<file path="src/logic/clock_pkg.sv">
// Register map, field layout, limits and calendar helpers of the calendar clock.
// Assumes one 100 MHz clock and an APB master with 32-bit data and byte addresses.
// How it works
// - Seconds, minutes, hours, day, month, weekday and year count on, and February has 29 days in leap years.
// - Hours run 1 to 12 and a separate PM bit flips each time the hour count goes from eleven to twelve.
// - Battery loss or sleep clears the time to 00:00 AM and the date to 00/00/00.
// - The clock-unset fault shows while the clock is cleared and both scheduling and clock checking are on.
// - With summer time on, reaching the begin moment adds the offset to the time.
// - With summer time on, reaching the finish moment subtracts the offset from the time.
// - With summer time off, the clock runs with no correction.
// - The offset takes 0 to 120 minutes and serves both corrections.
// - Begin and finish hours are separate settings, 1 to 12, always morning hours.
// - Begin and finish months are separate settings, 1 to 12.
// - Begin and finish weekdays are separate settings, Monday to Sunday.
// - Begin and finish occurrences pick which instance of the weekday in the month counts.
// - Sleep is refused while the exercise schedule is enabled.
package clock_pkg;
  localparam int ADDR_W = 8;
  localparam int DATA_W = 32;
  localparam int IRQ_W = 3;

  localparam logic [7:0] CTRL_OFS = 8'h00;
  localparam logic [7:0] TIME_OFS = 8'h04;
  localparam logic [7:0] DATE_OFS = 8'h08;
  localparam logic [7:0] BEGIN_OFS = 8'h0C;
  localparam logic [7:0] FINISH_OFS = 8'h10;
  localparam logic [7:0] OFFSET_OFS = 8'h14;
  localparam logic [7:0] IRQ_STAT_OFS = 8'h18;
  localparam logic [7:0] IRQ_MASK_OFS = 8'h1C;
  localparam logic [7:0] STATUS_OFS = 8'h20;

  localparam int CTRL_SCHED_BIT = 0;
  localparam int CTRL_CHECK_BIT = 1;
  localparam int CTRL_SUMMER_BIT = 2;
  localparam int TIME_SEC_LSB = 0;
  localparam int TIME_MIN_LSB = 8;
  localparam int TIME_HOUR_LSB = 16;
  localparam int TIME_PM_BIT = 24;
  localparam int DATE_DAY_LSB = 0;
  localparam int DATE_MON_LSB = 8;
  localparam int DATE_YEAR_LSB = 16;
  localparam int DATE_WDAY_LSB = 24;
  localparam int MOM_HOUR_LSB = 0;
  localparam int MOM_WDAY_LSB = 8;
  localparam int MOM_MON_LSB = 16;
  localparam int MOM_OCC_LSB = 24;
  localparam int IRQ_CLEARED_BIT = 0;
  localparam int IRQ_BEGIN_BIT = 1;
  localparam int IRQ_FINISH_BIT = 2;

  localparam logic [2:0] CTRL_RST = 3'h0;
  localparam logic [26:0] MOMENT_RST = 27'h0;
  localparam logic [6:0] OFFSET_RST = 7'h00;
  localparam logic [IRQ_W-1:0] IRQ_RST = 3'h0;

  localparam logic [5:0] SEC_LAST = 6'h3B;
  localparam logic [5:0] MIN_LAST = 6'h3B;
  localparam logic [3:0] HOUR_NOON = 4'hC;
  localparam logic [3:0] HOUR_ELEVEN = 4'hB;
  localparam logic [3:0] MON_LAST = 4'hC;
  localparam logic [6:0] YEAR_LAST = 7'h63;
  localparam logic [2:0] WDAY_LAST = 3'h7;
  localparam logic [6:0] OFFSET_MAX = 7'h78;
  localparam logic [10:0] DAY_MINUTES_LAST = 11'h59F;
  localparam logic [10:0] HOUR_MINUTES = 11'h03C;

  localparam int CLK_PERIOD_NS = 10;
  localparam int SECOND_NS = 1_000_000_000;
  localparam int TICK_CYCLES = SECOND_NS / CLK_PERIOD_NS;

  function automatic logic [4:0] lastDay(input logic [3:0] mon, input logic [6:0] yr);
    case (mon)
      4'h2: lastDay = (yr[1:0] == 2'h0) ? 5'h1D : 5'h1C;
      4'h4, 4'h6, 4'h9, 4'hB: lastDay = 5'h1E;
      default: lastDay = 5'h1F;
    endcase
  endfunction

  function automatic logic [2:0] occurrence(input logic [4:0] day);
    occurrence = 3'(({1'b0, day} + 6'h06) / 6'h07);
  endfunction
endpackage

</file>
<file path="src/logic/calendar_clock.sv">
// Calendar clock with summer-time correction, sleep control and APB registers.
// Assumes a synchronous APB master on mclk and level battery and sleep inputs.
`timescale 1ns/1ps
module calendar_clock #(
  parameter int unsigned TICK_CYCLES = clock_pkg::TICK_CYCLES
) (
  input wire logic mclk,
  input wire logic srst,
  input wire logic psel,
  input wire logic penable,
  input wire logic pwrite,
  input wire logic [clock_pkg::ADDR_W-1:0] paddr,
  input wire logic [clock_pkg::DATA_W-1:0] pwdata,
  output logic [clock_pkg::DATA_W-1:0] prdata,
  output logic pready,
  output logic pslverr,
  input wire logic batteryLost,
  input wire logic sleepRequest,
  output logic sleepActive,
  output logic clockUnsetFault,
  output logic irq
);
  import clock_pkg::*;

  // Calendar state
  logic [5:0] sec_q;
  logic [5:0] min_q;
  logic [3:0] hour_q;
  logic pm_q;
  logic [4:0] day_q;
  logic [3:0] month_q;
  logic [6:0] year_q;
  logic [2:0] wday_q;

  // Settings
  logic [2:0] ctrl_q;
  logic [26:0] begin_q;
  logic [26:0] finish_q;
  logic [6:0] offset_q;
  logic [IRQ_W-1:0] irqStat_q;
  logic [IRQ_W-1:0] irqMask_q;
  logic timeLoaded_q;
  logic dateLoaded_q;
  logic beginDone_q;
  logic finishDone_q;

  // Bus
  logic ready_q;
  logic err_q;
  logic [DATA_W-1:0] rdata_q;
  logic access;
  logic wrDone;
  logic hit;
  logic [DATA_W-1:0] readMux;
  logic wrCtrl;
  logic wrTime;
  logic wrDate;
  logic wrBegin;
  logic wrFinish;
  logic wrOffset;
  logic wrIrqStat;
  logic wrIrqMask;

  // Event and carry terms
  logic tick;
  logic clearNow;
  logic unset;
  logic secWrap;
  logic minWrap;
  logic dayWrap;
  logic monWrap;
  logic yearWrap;
  logic beginHit;
  logic finishHit;
  logic adjustNow;
  logic [3:0] shiftHour;
  logic shiftPm;
  logic [5:0] shiftMin;
  logic [IRQ_W-1:0] irqEvents;

  second_tick #(.CYCLES(TICK_CYCLES)) u_tick (
    .mclk(mclk),
    .srst(srst),
    .secondTick_q(tick)
  );

  // APB: one wait state, so read data always comes from a register
  assign access = psel && penable && !ready_q;
  assign wrDone = psel && penable && ready_q && pwrite && hit;
  assign pready = ready_q;
  assign prdata = rdata_q;
  assign pslverr = ready_q && err_q;

  always_comb begin
    hit = 1'b1;
    readMux = '0;
    case (paddr)
      CTRL_OFS: readMux = 32'(ctrl_q);
      TIME_OFS: readMux = (32'(sec_q) << TIME_SEC_LSB) | (32'(min_q) << TIME_MIN_LSB)
                          | (32'(hour_q) << TIME_HOUR_LSB) | (32'(pm_q) << TIME_PM_BIT);
      DATE_OFS: readMux = (32'(day_q) << DATE_DAY_LSB) | (32'(month_q) << DATE_MON_LSB)
                          | (32'(year_q) << DATE_YEAR_LSB) | (32'(wday_q) << DATE_WDAY_LSB);
      BEGIN_OFS: readMux = 32'(begin_q);
      FINISH_OFS: readMux = 32'(finish_q);
      OFFSET_OFS: readMux = 32'(offset_q);
      IRQ_STAT_OFS: readMux = 32'(irqStat_q);
      IRQ_MASK_OFS: readMux = 32'(irqMask_q);
      STATUS_OFS: readMux = {27'h0, finishDone_q, beginDone_q, sleepActive, unset,
                             clockUnsetFault};
      default: hit = 1'b0;
    endcase
  end

  always_comb begin
    wrCtrl = wrDone && (paddr == CTRL_OFS);
    wrTime = wrDone && (paddr == TIME_OFS);
    wrDate = wrDone && (paddr == DATE_OFS);
    wrBegin = wrDone && (paddr == BEGIN_OFS);
    wrFinish = wrDone && (paddr == FINISH_OFS);
    wrOffset = wrDone && (paddr == OFFSET_OFS);
    wrIrqStat = wrDone && (paddr == IRQ_STAT_OFS);
    wrIrqMask = wrDone && (paddr == IRQ_MASK_OFS);
  end

  always_ff @(posedge mclk) begin
    if (srst) begin
      ready_q <= 1'b0;
      err_q <= 1'b0;
      rdata_q <= '0;
    end else begin
      ready_q <= access;
      if (access) begin
        err_q <= !hit;
        rdata_q <= pwrite ? '0 : readMux;
      end
    end
  end

  // Settings registers
  always_ff @(posedge mclk) begin
    if (srst) begin
      ctrl_q <= CTRL_RST;
      begin_q <= MOMENT_RST;
      finish_q <= MOMENT_RST;
      offset_q <= OFFSET_RST;
      irqMask_q <= IRQ_RST;
    end else begin
      if (wrCtrl) begin
        ctrl_q <= pwdata[2:0];
      end
      if (wrBegin) begin
        begin_q <= pwdata[26:0];
      end
      if (wrFinish) begin
        finish_q <= pwdata[26:0];
      end
      if (wrOffset) begin
        offset_q <= (pwdata[6:0] > OFFSET_MAX) ? OFFSET_MAX : pwdata[6:0];
      end
      if (wrIrqMask) begin
        irqMask_q <= pwdata[IRQ_W-1:0];
      end
    end
  end

  // Sleep is refused while scheduling needs the clock
  assign sleepActive = sleepRequest && !ctrl_q[CTRL_SCHED_BIT];
  assign clearNow = batteryLost || sleepActive;

  // Carry chain of one tick
  always_comb begin
    secWrap = (sec_q == SEC_LAST);
    minWrap = secWrap && (min_q == MIN_LAST);
    dayWrap = minWrap && (hour_q == HOUR_ELEVEN) && pm_q;
    monWrap = dayWrap && (day_q >= lastDay(month_q, year_q));
    yearWrap = monWrap && (month_q >= MON_LAST);
  end

  // Summer-time moments; occurrence 0 means the first instance
  function automatic logic momentHit(input logic [26:0] m);
    logic [2:0] occ;
    occ = (m[MOM_OCC_LSB +: 3] == 3'h0) ? 3'h1 : m[MOM_OCC_LSB +: 3];
    momentHit = (month_q == m[MOM_MON_LSB +: 4]) && (wday_q == m[MOM_WDAY_LSB +: 3])
                && (occurrence(day_q) == occ) && (hour_q == m[MOM_HOUR_LSB +: 4])
                && !pm_q && (min_q == 6'h00) && (sec_q == 6'h00);
  endfunction

  always_comb begin
    beginHit = ctrl_q[CTRL_SUMMER_BIT] && !beginDone_q && momentHit(begin_q);
    finishHit = ctrl_q[CTRL_SUMMER_BIT] && !finishDone_q && momentHit(finish_q);
    adjustNow = (beginHit || finishHit) && !tick && !clearNow && !wrTime && !wrDate;
  end

  minute_shift u_shift (
    .hourIn(hour_q),
    .pmIn(pm_q),
    .minIn(min_q),
    .amount(offset_q),
    .forward(beginHit),
    .hourOut(shiftHour),
    .pmOut(shiftPm),
    .minOut(shiftMin)
  );

  // Time of day
  always_ff @(posedge mclk) begin
    if (srst || clearNow) begin
      sec_q <= 6'h00;
      min_q <= 6'h00;
      hour_q <= 4'h0;
      pm_q <= 1'b0;
    end else if (wrTime) begin
      sec_q <= pwdata[TIME_SEC_LSB +: 6];
      min_q <= pwdata[TIME_MIN_LSB +: 6];
      hour_q <= pwdata[TIME_HOUR_LSB +: 4];
      pm_q <= pwdata[TIME_PM_BIT];
    end else if (adjustNow) begin
      min_q <= shiftMin;
      hour_q <= shiftHour;
      pm_q <= shiftPm;
    end else if (tick) begin
      sec_q <= secWrap ? 6'h00 : sec_q + 6'h01;
      if (secWrap) begin
        min_q <= (min_q == MIN_LAST) ? 6'h00 : min_q + 6'h01;
      end
      if (minWrap) begin
        if (hour_q == HOUR_ELEVEN) begin
          hour_q <= HOUR_NOON;
          pm_q <= !pm_q;
        end else if (hour_q >= HOUR_NOON || hour_q == 4'h0) begin
          hour_q <= 4'h1;
        end else begin
          hour_q <= hour_q + 4'h1;
        end
      end
    end
  end

  // Date
  always_ff @(posedge mclk) begin
    if (srst || clearNow) begin
      day_q <= 5'h00;
      month_q <= 4'h0;
      year_q <= 7'h00;
      wday_q <= 3'h0;
    end else if (wrDate) begin
      day_q <= pwdata[DATE_DAY_LSB +: 5];
      month_q <= pwdata[DATE_MON_LSB +: 4];
      year_q <= pwdata[DATE_YEAR_LSB +: 7];
      wday_q <= pwdata[DATE_WDAY_LSB +: 3];
    end else if (tick && dayWrap) begin
      wday_q <= (wday_q >= WDAY_LAST) ? 3'h1 : wday_q + 3'h1;
      day_q <= monWrap ? 5'h01 : day_q + 5'h01;
      if (monWrap) begin
        month_q <= yearWrap ? 4'h1 : month_q + 4'h1;
      end
      if (yearWrap) begin
        year_q <= (year_q >= YEAR_LAST) ? 7'h00 : year_q + 7'h01;
      end
    end
  end

  // Once-per-year guards; a new year or a new date rearms both
  always_ff @(posedge mclk) begin
    if (srst || clearNow || wrDate || (tick && yearWrap)) begin
      beginDone_q <= 1'b0;
      finishDone_q <= 1'b0;
    end else if (adjustNow) begin
      if (beginHit) begin
        beginDone_q <= 1'b1;
      end else begin
        finishDone_q <= 1'b1;
      end
    end
  end

  // Clock-set tracking: both halves must be loaded after a clear
  always_ff @(posedge mclk) begin
    if (srst || clearNow) begin
      timeLoaded_q <= 1'b0;
      dateLoaded_q <= 1'b0;
    end else begin
      if (wrTime) begin
        timeLoaded_q <= 1'b1;
      end
      if (wrDate) begin
        dateLoaded_q <= 1'b1;
      end
    end
  end

  assign unset = !(timeLoaded_q && dateLoaded_q);
  assign clockUnsetFault = unset && ctrl_q[CTRL_SCHED_BIT] && ctrl_q[CTRL_CHECK_BIT];

  // Sticky events; a new event wins over a write-one-to-clear in the same cycle
  always_comb begin
    irqEvents = '0;
    irqEvents[IRQ_CLEARED_BIT] = clearNow;
    irqEvents[IRQ_BEGIN_BIT] = adjustNow && beginHit;
    irqEvents[IRQ_FINISH_BIT] = adjustNow && !beginHit;
  end

  always_ff @(posedge mclk) begin
    if (srst) begin
      irqStat_q <= IRQ_RST;
    end else begin
      irqStat_q <= (irqStat_q & ~(wrIrqStat ? pwdata[IRQ_W-1:0] : IRQ_RST)) | irqEvents;
    end
  end

  assign irq = |(irqStat_q & irqMask_q);
endmodule // calendar_clock

</file>
<file path="src/logic/minute_shift.sv">
// Moves a 12-hour time of day forward or back by a number of minutes.
// Assumes inputs are in range; the result stays inside the same day.
`timescale 1ns/1ps
module minute_shift (
  input wire logic [3:0] hourIn,
  input wire logic pmIn,
  input wire logic [5:0] minIn,
  input wire logic [6:0] amount,
  input wire logic forward,
  output logic [3:0] hourOut,
  output logic pmOut,
  output logic [5:0] minOut
);
  import clock_pkg::*;
  logic [10:0] dayMin;
  logic [10:0] shifted;
  logic [4:0] h24;
  logic [3:0] h12;

  always_comb begin
    h24 = {1'b0, (hourIn == HOUR_NOON) ? 4'h0 : hourIn} + (pmIn ? 5'h0C : 5'h00);
    dayMin = 11'(h24) * HOUR_MINUTES + 11'(minIn);
    // Crossing midnight would need a date step; the correction saturates instead
    if (forward) begin
      shifted = (dayMin + 11'(amount) > DAY_MINUTES_LAST) ? DAY_MINUTES_LAST
                : dayMin + 11'(amount);
    end else begin
      shifted = (dayMin < 11'(amount)) ? 11'h000 : dayMin - 11'(amount);
    end
    h24 = 5'(shifted / HOUR_MINUTES);
    minOut = 6'(shifted % HOUR_MINUTES);
    pmOut = (h24 >= 5'h0C);
    h12 = pmOut ? 4'(h24 - 5'h0C) : h24[3:0];
    hourOut = (h12 == 4'h0) ? HOUR_NOON : h12;
  end
endmodule // minute_shift

</file>
<file path="src/logic/second_tick.sv">
// One-cycle pulse every CYCLES clocks, the time base of the calendar.
// Assumes mclk runs free; the count restarts on srst.
`timescale 1ns/1ps
module second_tick #(
  parameter int unsigned CYCLES = clock_pkg::TICK_CYCLES
) (
  input wire logic mclk,
  input wire logic srst,
  output logic secondTick_q
);
  import clock_pkg::*;
  localparam int W = $clog2(CYCLES + 1);
  localparam logic [W-1:0] LAST = W'(CYCLES - 1);
  logic [W-1:0] count_q;

  always_ff @(posedge mclk) begin
    if (srst) begin
      count_q <= '0;
      secondTick_q <= 1'b0;
    end else if (count_q == LAST) begin
      count_q <= '0;
      secondTick_q <= 1'b1;
    end else begin
      count_q <= count_q + W'(1);
      secondTick_q <= 1'b0;
    end
  end
endmodule // second_tick

</file>
<file path="config.mk">
export PLATFORM = sky130hd
export DESIGN_NAME = calendar_clock
export DESIGN_NICKNAME = d
export VERILOG_FILES = /design/src/logic/clock_pkg.sv /design/src/logic/calendar_clock.sv /design/src/logic/minute_shift.sv /design/src/logic/second_tick.sv
export SDC_FILE = /design/constraint.sdc
export NUM_CORES = 1
export LEC_CHECK = 0
export ABC_AREA = 1
export BUFFER_PORTS_ARGS = -buffer_cell sky130_fd_sc_hd__buf_4
export CORE_ASPECT_RATIO = 1.5
export CORE_MARGIN = 5
export CORE_UTILIZATION = 65
export CTS_CLUSTER_SIZE = 24
export DETAILED_ROUTE_END_ITERATION = 7
export HOLD_SLACK_MARGIN = 0.03
export PLACE_DENSITY = 0.85
export SKIP_LAST_GASP = 1
export SLEW_MARGIN = 20
export SYNTH_ARGS = -nofsm -noshare
export SYNTH_HDL_FRONTEND = slang
export SYNTH_SLANG_ARGS = --single-unit
</file>
<file path="constraint.sdc">
create_clock -name mclk -period 12.4 [get_ports mclk]
set_input_delay 0.62 -clock mclk [delete_from_list [all_inputs] [get_ports mclk]]
set_output_delay 0.62 -clock mclk [all_outputs]
set_load 0.05 [all_outputs]
</file>
==> results.md, run 1 <==
- Status: finished clean
- H-tree Lvls: 4
- Mapped cell area: 11700 um2
- DRC: 0
- Worst-Margin Slew: 0.953 ns
- Clk root buf: clkbuf_16
- Clock tree sinks: 167
- Setup CP Type: register to register
- PostCTS Resize Cnt: 0
- Peak supply drop: 0.000138 V
- Unrepaired setup endpoints after global routing: no
- Final core occ: 72.6%
- CP peak stage delay: 0.64 ns
- Top_reg_cell synth: dfxtp_1
- GP Congestion: 0.987
- Synthesized instance count: 1786
- Core ar.: 17900 um2
- GRT Residual Overflow: 0
- Clk pin slew, worst setup/hold paths: 0.08 ns
- Vias: 12300
- Post-synth EDFFs: 0
- Final hold vios: 0
- Worst EP required: 12.68 ns
- Ports: 84
- Synthesized area per cell: 6.55 um2
- Placed Cells: 2026
- Share of cells above drive strength 1: 9.99%
- Vias per cell: 5.95
- Final Cycle Share: 74.2%
- Fin. max-slew vios: 0
- Input/output buffers: 73
- Setup Total Neg Slack: 0 ns
- Setup violations, final: 0
- Hold-fix buffers, CTS: 0
- Largest net degree at the start of global routing: 60
- Fillcell total: 1564
- Async SR Flop Fraction: 0%
- Chip Height: 174 um
- Non-filler cells, final: 2059
- PwrDens: 87.8 nW/um2
- Post-layout min period: 9.20 ns
- Slowest CP cell: fa_1
- DR pass1 iterations: 5
- Seq/Total Area, Yosys: 28.6%
- Initial Util: 65.5%
- Maxcap violations: 0
- Die X: 120 um
- Synth Warn #: 0
- Post CTS Setup Buffer Count: 0
- Register bit total from synthesis: 167
- Row count: 60
- CTS tree: yes
- Nets: 1944
- Initial antenna violation count: 0
- Skew-Pair Late Insertion Delay: 0.44 ns
- First-pass GRT wire length: 57.1 mm
- Drt initial violations: 1171
- Gr usage total: 33.6%
- Critical Path End Type: register
- Routed Wire Length: 35.6 mm
- Vias in the first global route: 12000
- LEAKAGE: 5.71 nW
- CP max FO: 11
- Cell mode on critical path: nand2_1
- Crit start category: register
- Per-cell routed wire length: 17.3 um
- WP data arrival: 9.48 ns
- DRT antenna net count: 0
- Die area: 20800 um2
- Post-Route Skew: 0.0167 ns
- Clock Path Buffers: 2
- Fmax: 109 MHz
- Dpl hpwl: 27.2 mm
- Diodes inserted: 0
- Hold Path Class: register to register
- Area growth, synth to finish: 10.9%
- Unique masters post-synth: 56
- Relative slew margins: 36.2%
- Number of CTS-inserted buffers: 17
-- registers in the layout, summed over array words and instances (netlist names), 6 cells and up --
name            flops
year_q              7
finish_q           27
min_q               6
sec_q               6
u_tick.count_q     27
prdata             27
offset_q            7
begin_q            27
-- synthesized netlist by cell type (8+ instances only) --
cell type    n  share of area [%]
inv_1      262                8.4
o21ai_0     98                4.2
fa_1         9                1.5
a21oi_1    156                6.7
nor4_1      14               0.75
o2111ai_1    8               0.60
nand2_1    395                 13
nand2_2     22                1.2
xnor2_1     13               0.97
o211ai_1     9               0.58
o21ai_1      9               0.38
dfxtp_1    167                 29
nand4_1     38                2.0
xor2_1      29                2.2
o22ai_1     22                1.2
nor3_1      22               0.94
nand3_1    119                5.1
inv_2       12               0.38
a31oi_1     12               0.64
ha_1        59                6.3
o221ai_1    12               0.90
nor2_1     134                4.3
nor3b_1     15               0.96
clkbuf_1    52                1.7
-- final timing paths --
check | from | endpoint | slack, ns | cells past startpoint
worst max-delay path | hour_q[0] | hour_q[3] | 3.20 | 62
worst min-delay path | u_tick.count_q[0] | u_tick.count_q[0] | 0.45 | 1
worst max register to register | hour_q[0] | hour_q[3] | 3.20 | 62
worst min register to register | u_tick.count_q[0] | u_tick.count_q[0] | 0.45 | 1
-- layout make-up --
cell class | instances | area, um2 | share of cell area, %
clock buffer | 17 | 425 | 3.28
sequential | 167 | 3340 | 25.8
timing repair buffer | 81 | 616 | 4.74
tap | 217 | 272 | 2.09
multi-input combinational | 1282 | 7070 | 54.5
clock inverter | 15 | 195 | 1.50
inverter | 280 | 1050 | 8.10
-- through the flow --
step                setup slack, ns  power (mW)  hold slack (ns)  cell area [um2]
floorplan                      4.64       0.572            0.418            11700
global placement               3.48       0.593            0.427            12300
detailed placement             3.24       0.594            0.436            12300
CTS                            3.23        1.14            0.452            13000
global route                   2.29        1.17            0.469            13000
finish                         3.20        1.14            0.452            13000
-- where the power goes --
part	switching (mW)	total [mW]	internal, mW
logic	0.0320	0.0450	0.0130
registers	0.000896	0.538	0.537
clock network	0.262	0.556	0.294
total	0.295	1.14	0.844
-- worst max-delay path, delay by kind of cell, from the launching register on --
family | cells | cell delay, ns
AND/OR/NAND/NOR | 37 | 3.94
XOR/XNOR | 1 | 0.22
adder cells (fa/ha/maj) | 8 | 2.96
buffers and inverters | 10 | 0.76
flip-flops | 1 | 0.55
AO/OA/AOI/OAI | 6 | 0.60
-- layer usage --
metal  global-route usage [%]  wire, um  vias up
met5                        0         0        -
met4                     26.5      3130        0
met3                     4.65      2160      167
met2                     58.7     17400      483
met1                     35.9     12900     5640
li1                         -         -     5969
-- logic make-up (layout without fill, tap and decap cells) --
logic type	Yosys count	in the layout	share of synthesized area [%]
compound gates	367	367	18.1
xor+xnor	42	42	3.14
fa+ha+maj	68	68	7.85
buf+inv	341	393	11.1
flops	167	167	28.6
other cells	1	5	0.0321
simple gates	800	800	31.2
-- cells in the final DEF (no fill, tap or decap), types with 22 or more instances in the layout --
| cell type | Yosys | routed |
|---|---|---|
| a21oi_1 | 156 | 156 |
| buf_4 | 5 | 80 |
| dfxtp_1 | 167 | 167 |
| ha_1 | 59 | 59 |
| inv_1 | 262 | 262 |
| nand2_1 | 395 | 395 |
| nand2_2 | 22 | 22 |
| nand3_1 | 119 | 119 |
| nand4_1 | 38 | 38 |
| nor2_1 | 134 | 133 |
| nor3_1 | 22 | 22 |
| o21ai_0 | 98 | 98 |
| o22ai_1 | 22 | 22 |
| xor2_1 | 29 | 29 |
No activity file was read; power rests on OpenSTA's default activity.
==> run 2: changes to the inputs <==
Settings changed: CORE_UTILIZATION 65 to 62, PLACE_DENSITY 0.85 to 0.82.
Clock period 12.4 ns to 9.3 ns, I/O delays scaled along.
==> run 2 against run 1 <==
Global-route usage increased by 0.076 points. Die area increased by 4.5%. Clock power increased by 34%. Sequential power increased by 33%. Maximum frequency increased by 9.0%. Final cell count increased by 2.0%. Critical path depth increased by 3. Sequential share of layout area decreased by 0.25 points. Wire length increased by 2.7%. Utilization decreased by 2.0 points. Clock-buffer cell count unchanged. First-iteration DRC count decreased by 15%. Largest power group unchanged.
==> results.md, run 2 (synthesized netlist as in run 1, its figures left out) <==
- Reg-to-reg critical path startpoint: hour_q[0]
- Relative slew margins: 31.8% (-4.4 points)
- Number of CTS-inserted buffers: 17 (unchanged)
- DR pass1 iterations: 6 (+1)
- Vias: 12300 (+0.33%)
- Reg2Reg Setup Slack: 0.85 ns (-2.34 ns)
- Hold Path Class: primary input to register
- Diodes inserted: 0 (unchanged)
- Ports: 84 (unchanged)
- LEAKAGE: 5.74 nW (+0.60%)
- Per-cell routed wire length: 17.4 um (+0.66%)
- Setup CP Type: register to register
- Die X: 122 um (+2.2%)
- Fmax: 118 MHz (+9.0%)
- H-tree Lvls: 4 (unchanged)
- Commonest non-fill, non-tap cell in the layout: nand2_1
- Share of cells above drive strength 1: 10.7% (+0.73 points)
- Die area: 21800 um2 (+4.5%)
- Clk pin slew, worst setup/hold paths: 0.08 ns (about the same)
- Hold path endpoint: begin_q[14]
- Hold-fix buffers, CTS: 0 (unchanged)
- Vias in the first global route: 11800 (-1.4%)
- Status: finished clean
- Post-Route Skew: 0.0157 ns (-0.000932 ns)
- Slowest CP cell: fa_1
- Final Cycle Share: 90.8% (+17 points)
- GP Congestion: 1.02 (+3.3%)
- Worst-Margin Slew: 1.02 ns (+0.0699 ns)
- Dpl hpwl: 27.7 mm (+2.0%)
- CP peak stage delay: 0.53 ns (-0.11 ns)
- Clock tree sinks: 167 (unchanged)
- Crit start category: register
- Placed cell areas: 12400 um2 (+0.78%)
- Placed Cells: 2068 (+2.1%)
- Initial antenna violation count: 0 (unchanged)
- DRC: 0 (unchanged)
- Hold Crit Start: pwdata[14]
- Clock Path Buffers: 2 (unchanged)
- Input/output buffers: 73 (unchanged)
- GRT Residual Overflow: 0 (unchanged)
- Drt initial violations: 991 (-15%)
- Initial Util: 63.1% (-2.4 points)
- Skew-Pair Late Insertion Delay: 0.43 ns (about the same)
- Gr usage total: 33.7% (+0.076 points)
- Fin. max-slew vios: 0 (unchanged)
- Final hold vios: 0 (unchanged)
- Clk root buf: clkbuf_16
- Non-filler cells, final: 2100 (+2.0%)
- Vias per cell: 5.86 (-1.6%)
- DRT antenna net count: 0 (unchanged)
- Peak supply drop: 0.000162 V (+17%)
- CTS tree: yes
- Fin area: 13100 um2 (+1.0%)
- Area growth, synth to finish: 12.0%
- Largest net degree at the start of global routing: 60 (unchanged)
- WP data arrival: 8.76 ns (-0.72 ns)
- First-pass GRT wire length: 58.1 mm (+1.8%)
- R2R cell count: 65 (+4.8%)
- Routed Wire Length: 36.5 mm (+2.7%)
- Row count: 61 (+1.7%)
- PwrDens: 116 nW/um2 (+32%)
- Cell mode on critical path: nand2_1
- Maxcap violations: 0 (unchanged)
- Worst hold path depth: 3 (+2)
- Most frequent cells in the layout: 393 x nand2_1, 262 x inv_1, 166 x dfxtp_1
- Critical Path End Type: register
- Post-layout min period: 8.45 ns (-0.756 ns)
- Reg2reg end: hour_q[3]
- Nets: 1950 (+0.31%)
- Setup violations, final: 0 (unchanged)
- Worst EP required: 9.61 ns (-3.07 ns)
- CP max FO: 8 (-3)
- Chip Height: 178 um (+2.3%)
- Core ar.: 18500 um2 (+3.8%)
-- run 2: changes by cell type in the layout (fill, tap and decap cells not counted), moves of 2 or more --
cell,delta
o21ai_1,-2
clkinv_8,+2
nand2_2,+2
o21ai_2,+2
buf_4,+7
nand2_1,-2
-- run 2: layer usage --
| metal | track usage (%) | up-vias | wire length, um |
|---|---|---|---|
| li1 | - | 5992 | - |
| met1 | 36.3 | 5592 | 13100 |
| met2 | 58.1 | 542 | 17800 |
| met3 | 4.47 | 174 | 2280 |
| met5 | 0 | - | 0 |
| met4 | 27.4 | 0 | 3260 |
-- run 2: where the power goes --
| group | switching [mW] | total, mW | internal (mW) | leakage, nW |
|---|---|---|---|---|
| Clock | 0.355 | 0.746 | 0.392 | 0.305 |
| Sequential | 0.00116 | 0.717 | 0.716 | 1.35 |
| Combinational | 0.0414 | 0.0589 | 0.0175 | 4.09 |
-- run 2: final cells by class --
cell class	count	area (um2)
Clock inverter	15	200
Multi-Input combinational cell	1282	7120
Inverter	280	1050
Timing Repair Buffer	87	653
Sequential cell	167	3340
Tap cell	252	315
Clock buffer	17	425
Fill cell	1667	5440
-- run 2: worst max path at each step --
stage,start,to,slack (ns)
after floorplan,hour_q[0],hour_q[3],1.54
after global placement,hour_q[3],hour_q[3],1.03
after detailed placement,hour_q[3],hour_q[3],0.80
after CTS,hour_q[3],hour_q[3],0.77
after global routing,hour_q[0],hour_q[3],-0.008
final,hour_q[0],hour_q[3],0.85
-- run 2: what timing repair did --
action                     4_1_cts  5_1_grt
buffers inserted                 0        0
resized for setup                0        9
setup endpoints to repair        0        4
-- run 2: critical path, delay by kind of cell, from the launching register on --
family	cells	cell delay [ns]
buffers and inverters	9	0.68
AND/OR/NAND/NOR	45	4.01
AO/OA/AOI/OAI	3	0.42
adder cells (fa/ha/maj)	8	2.86
flip-flops	1	0.31
-- run 2: through the flow --
step                      hold slack (ns)  setup TNS, ns  setup slack (ns)  power, mW  util, %
after CTS                           0.326              0             0.772       1.52     70.4
final                               0.325              0             0.853       1.52     70.7
after detailed placement            0.440              0             0.800      0.792     67.1
after global routing                0.338       -0.00772          -0.00772       1.56     70.7
after global placement              0.432              0              1.03      0.791     67.1
after floorplan                     0.418              0              1.54      0.763        -
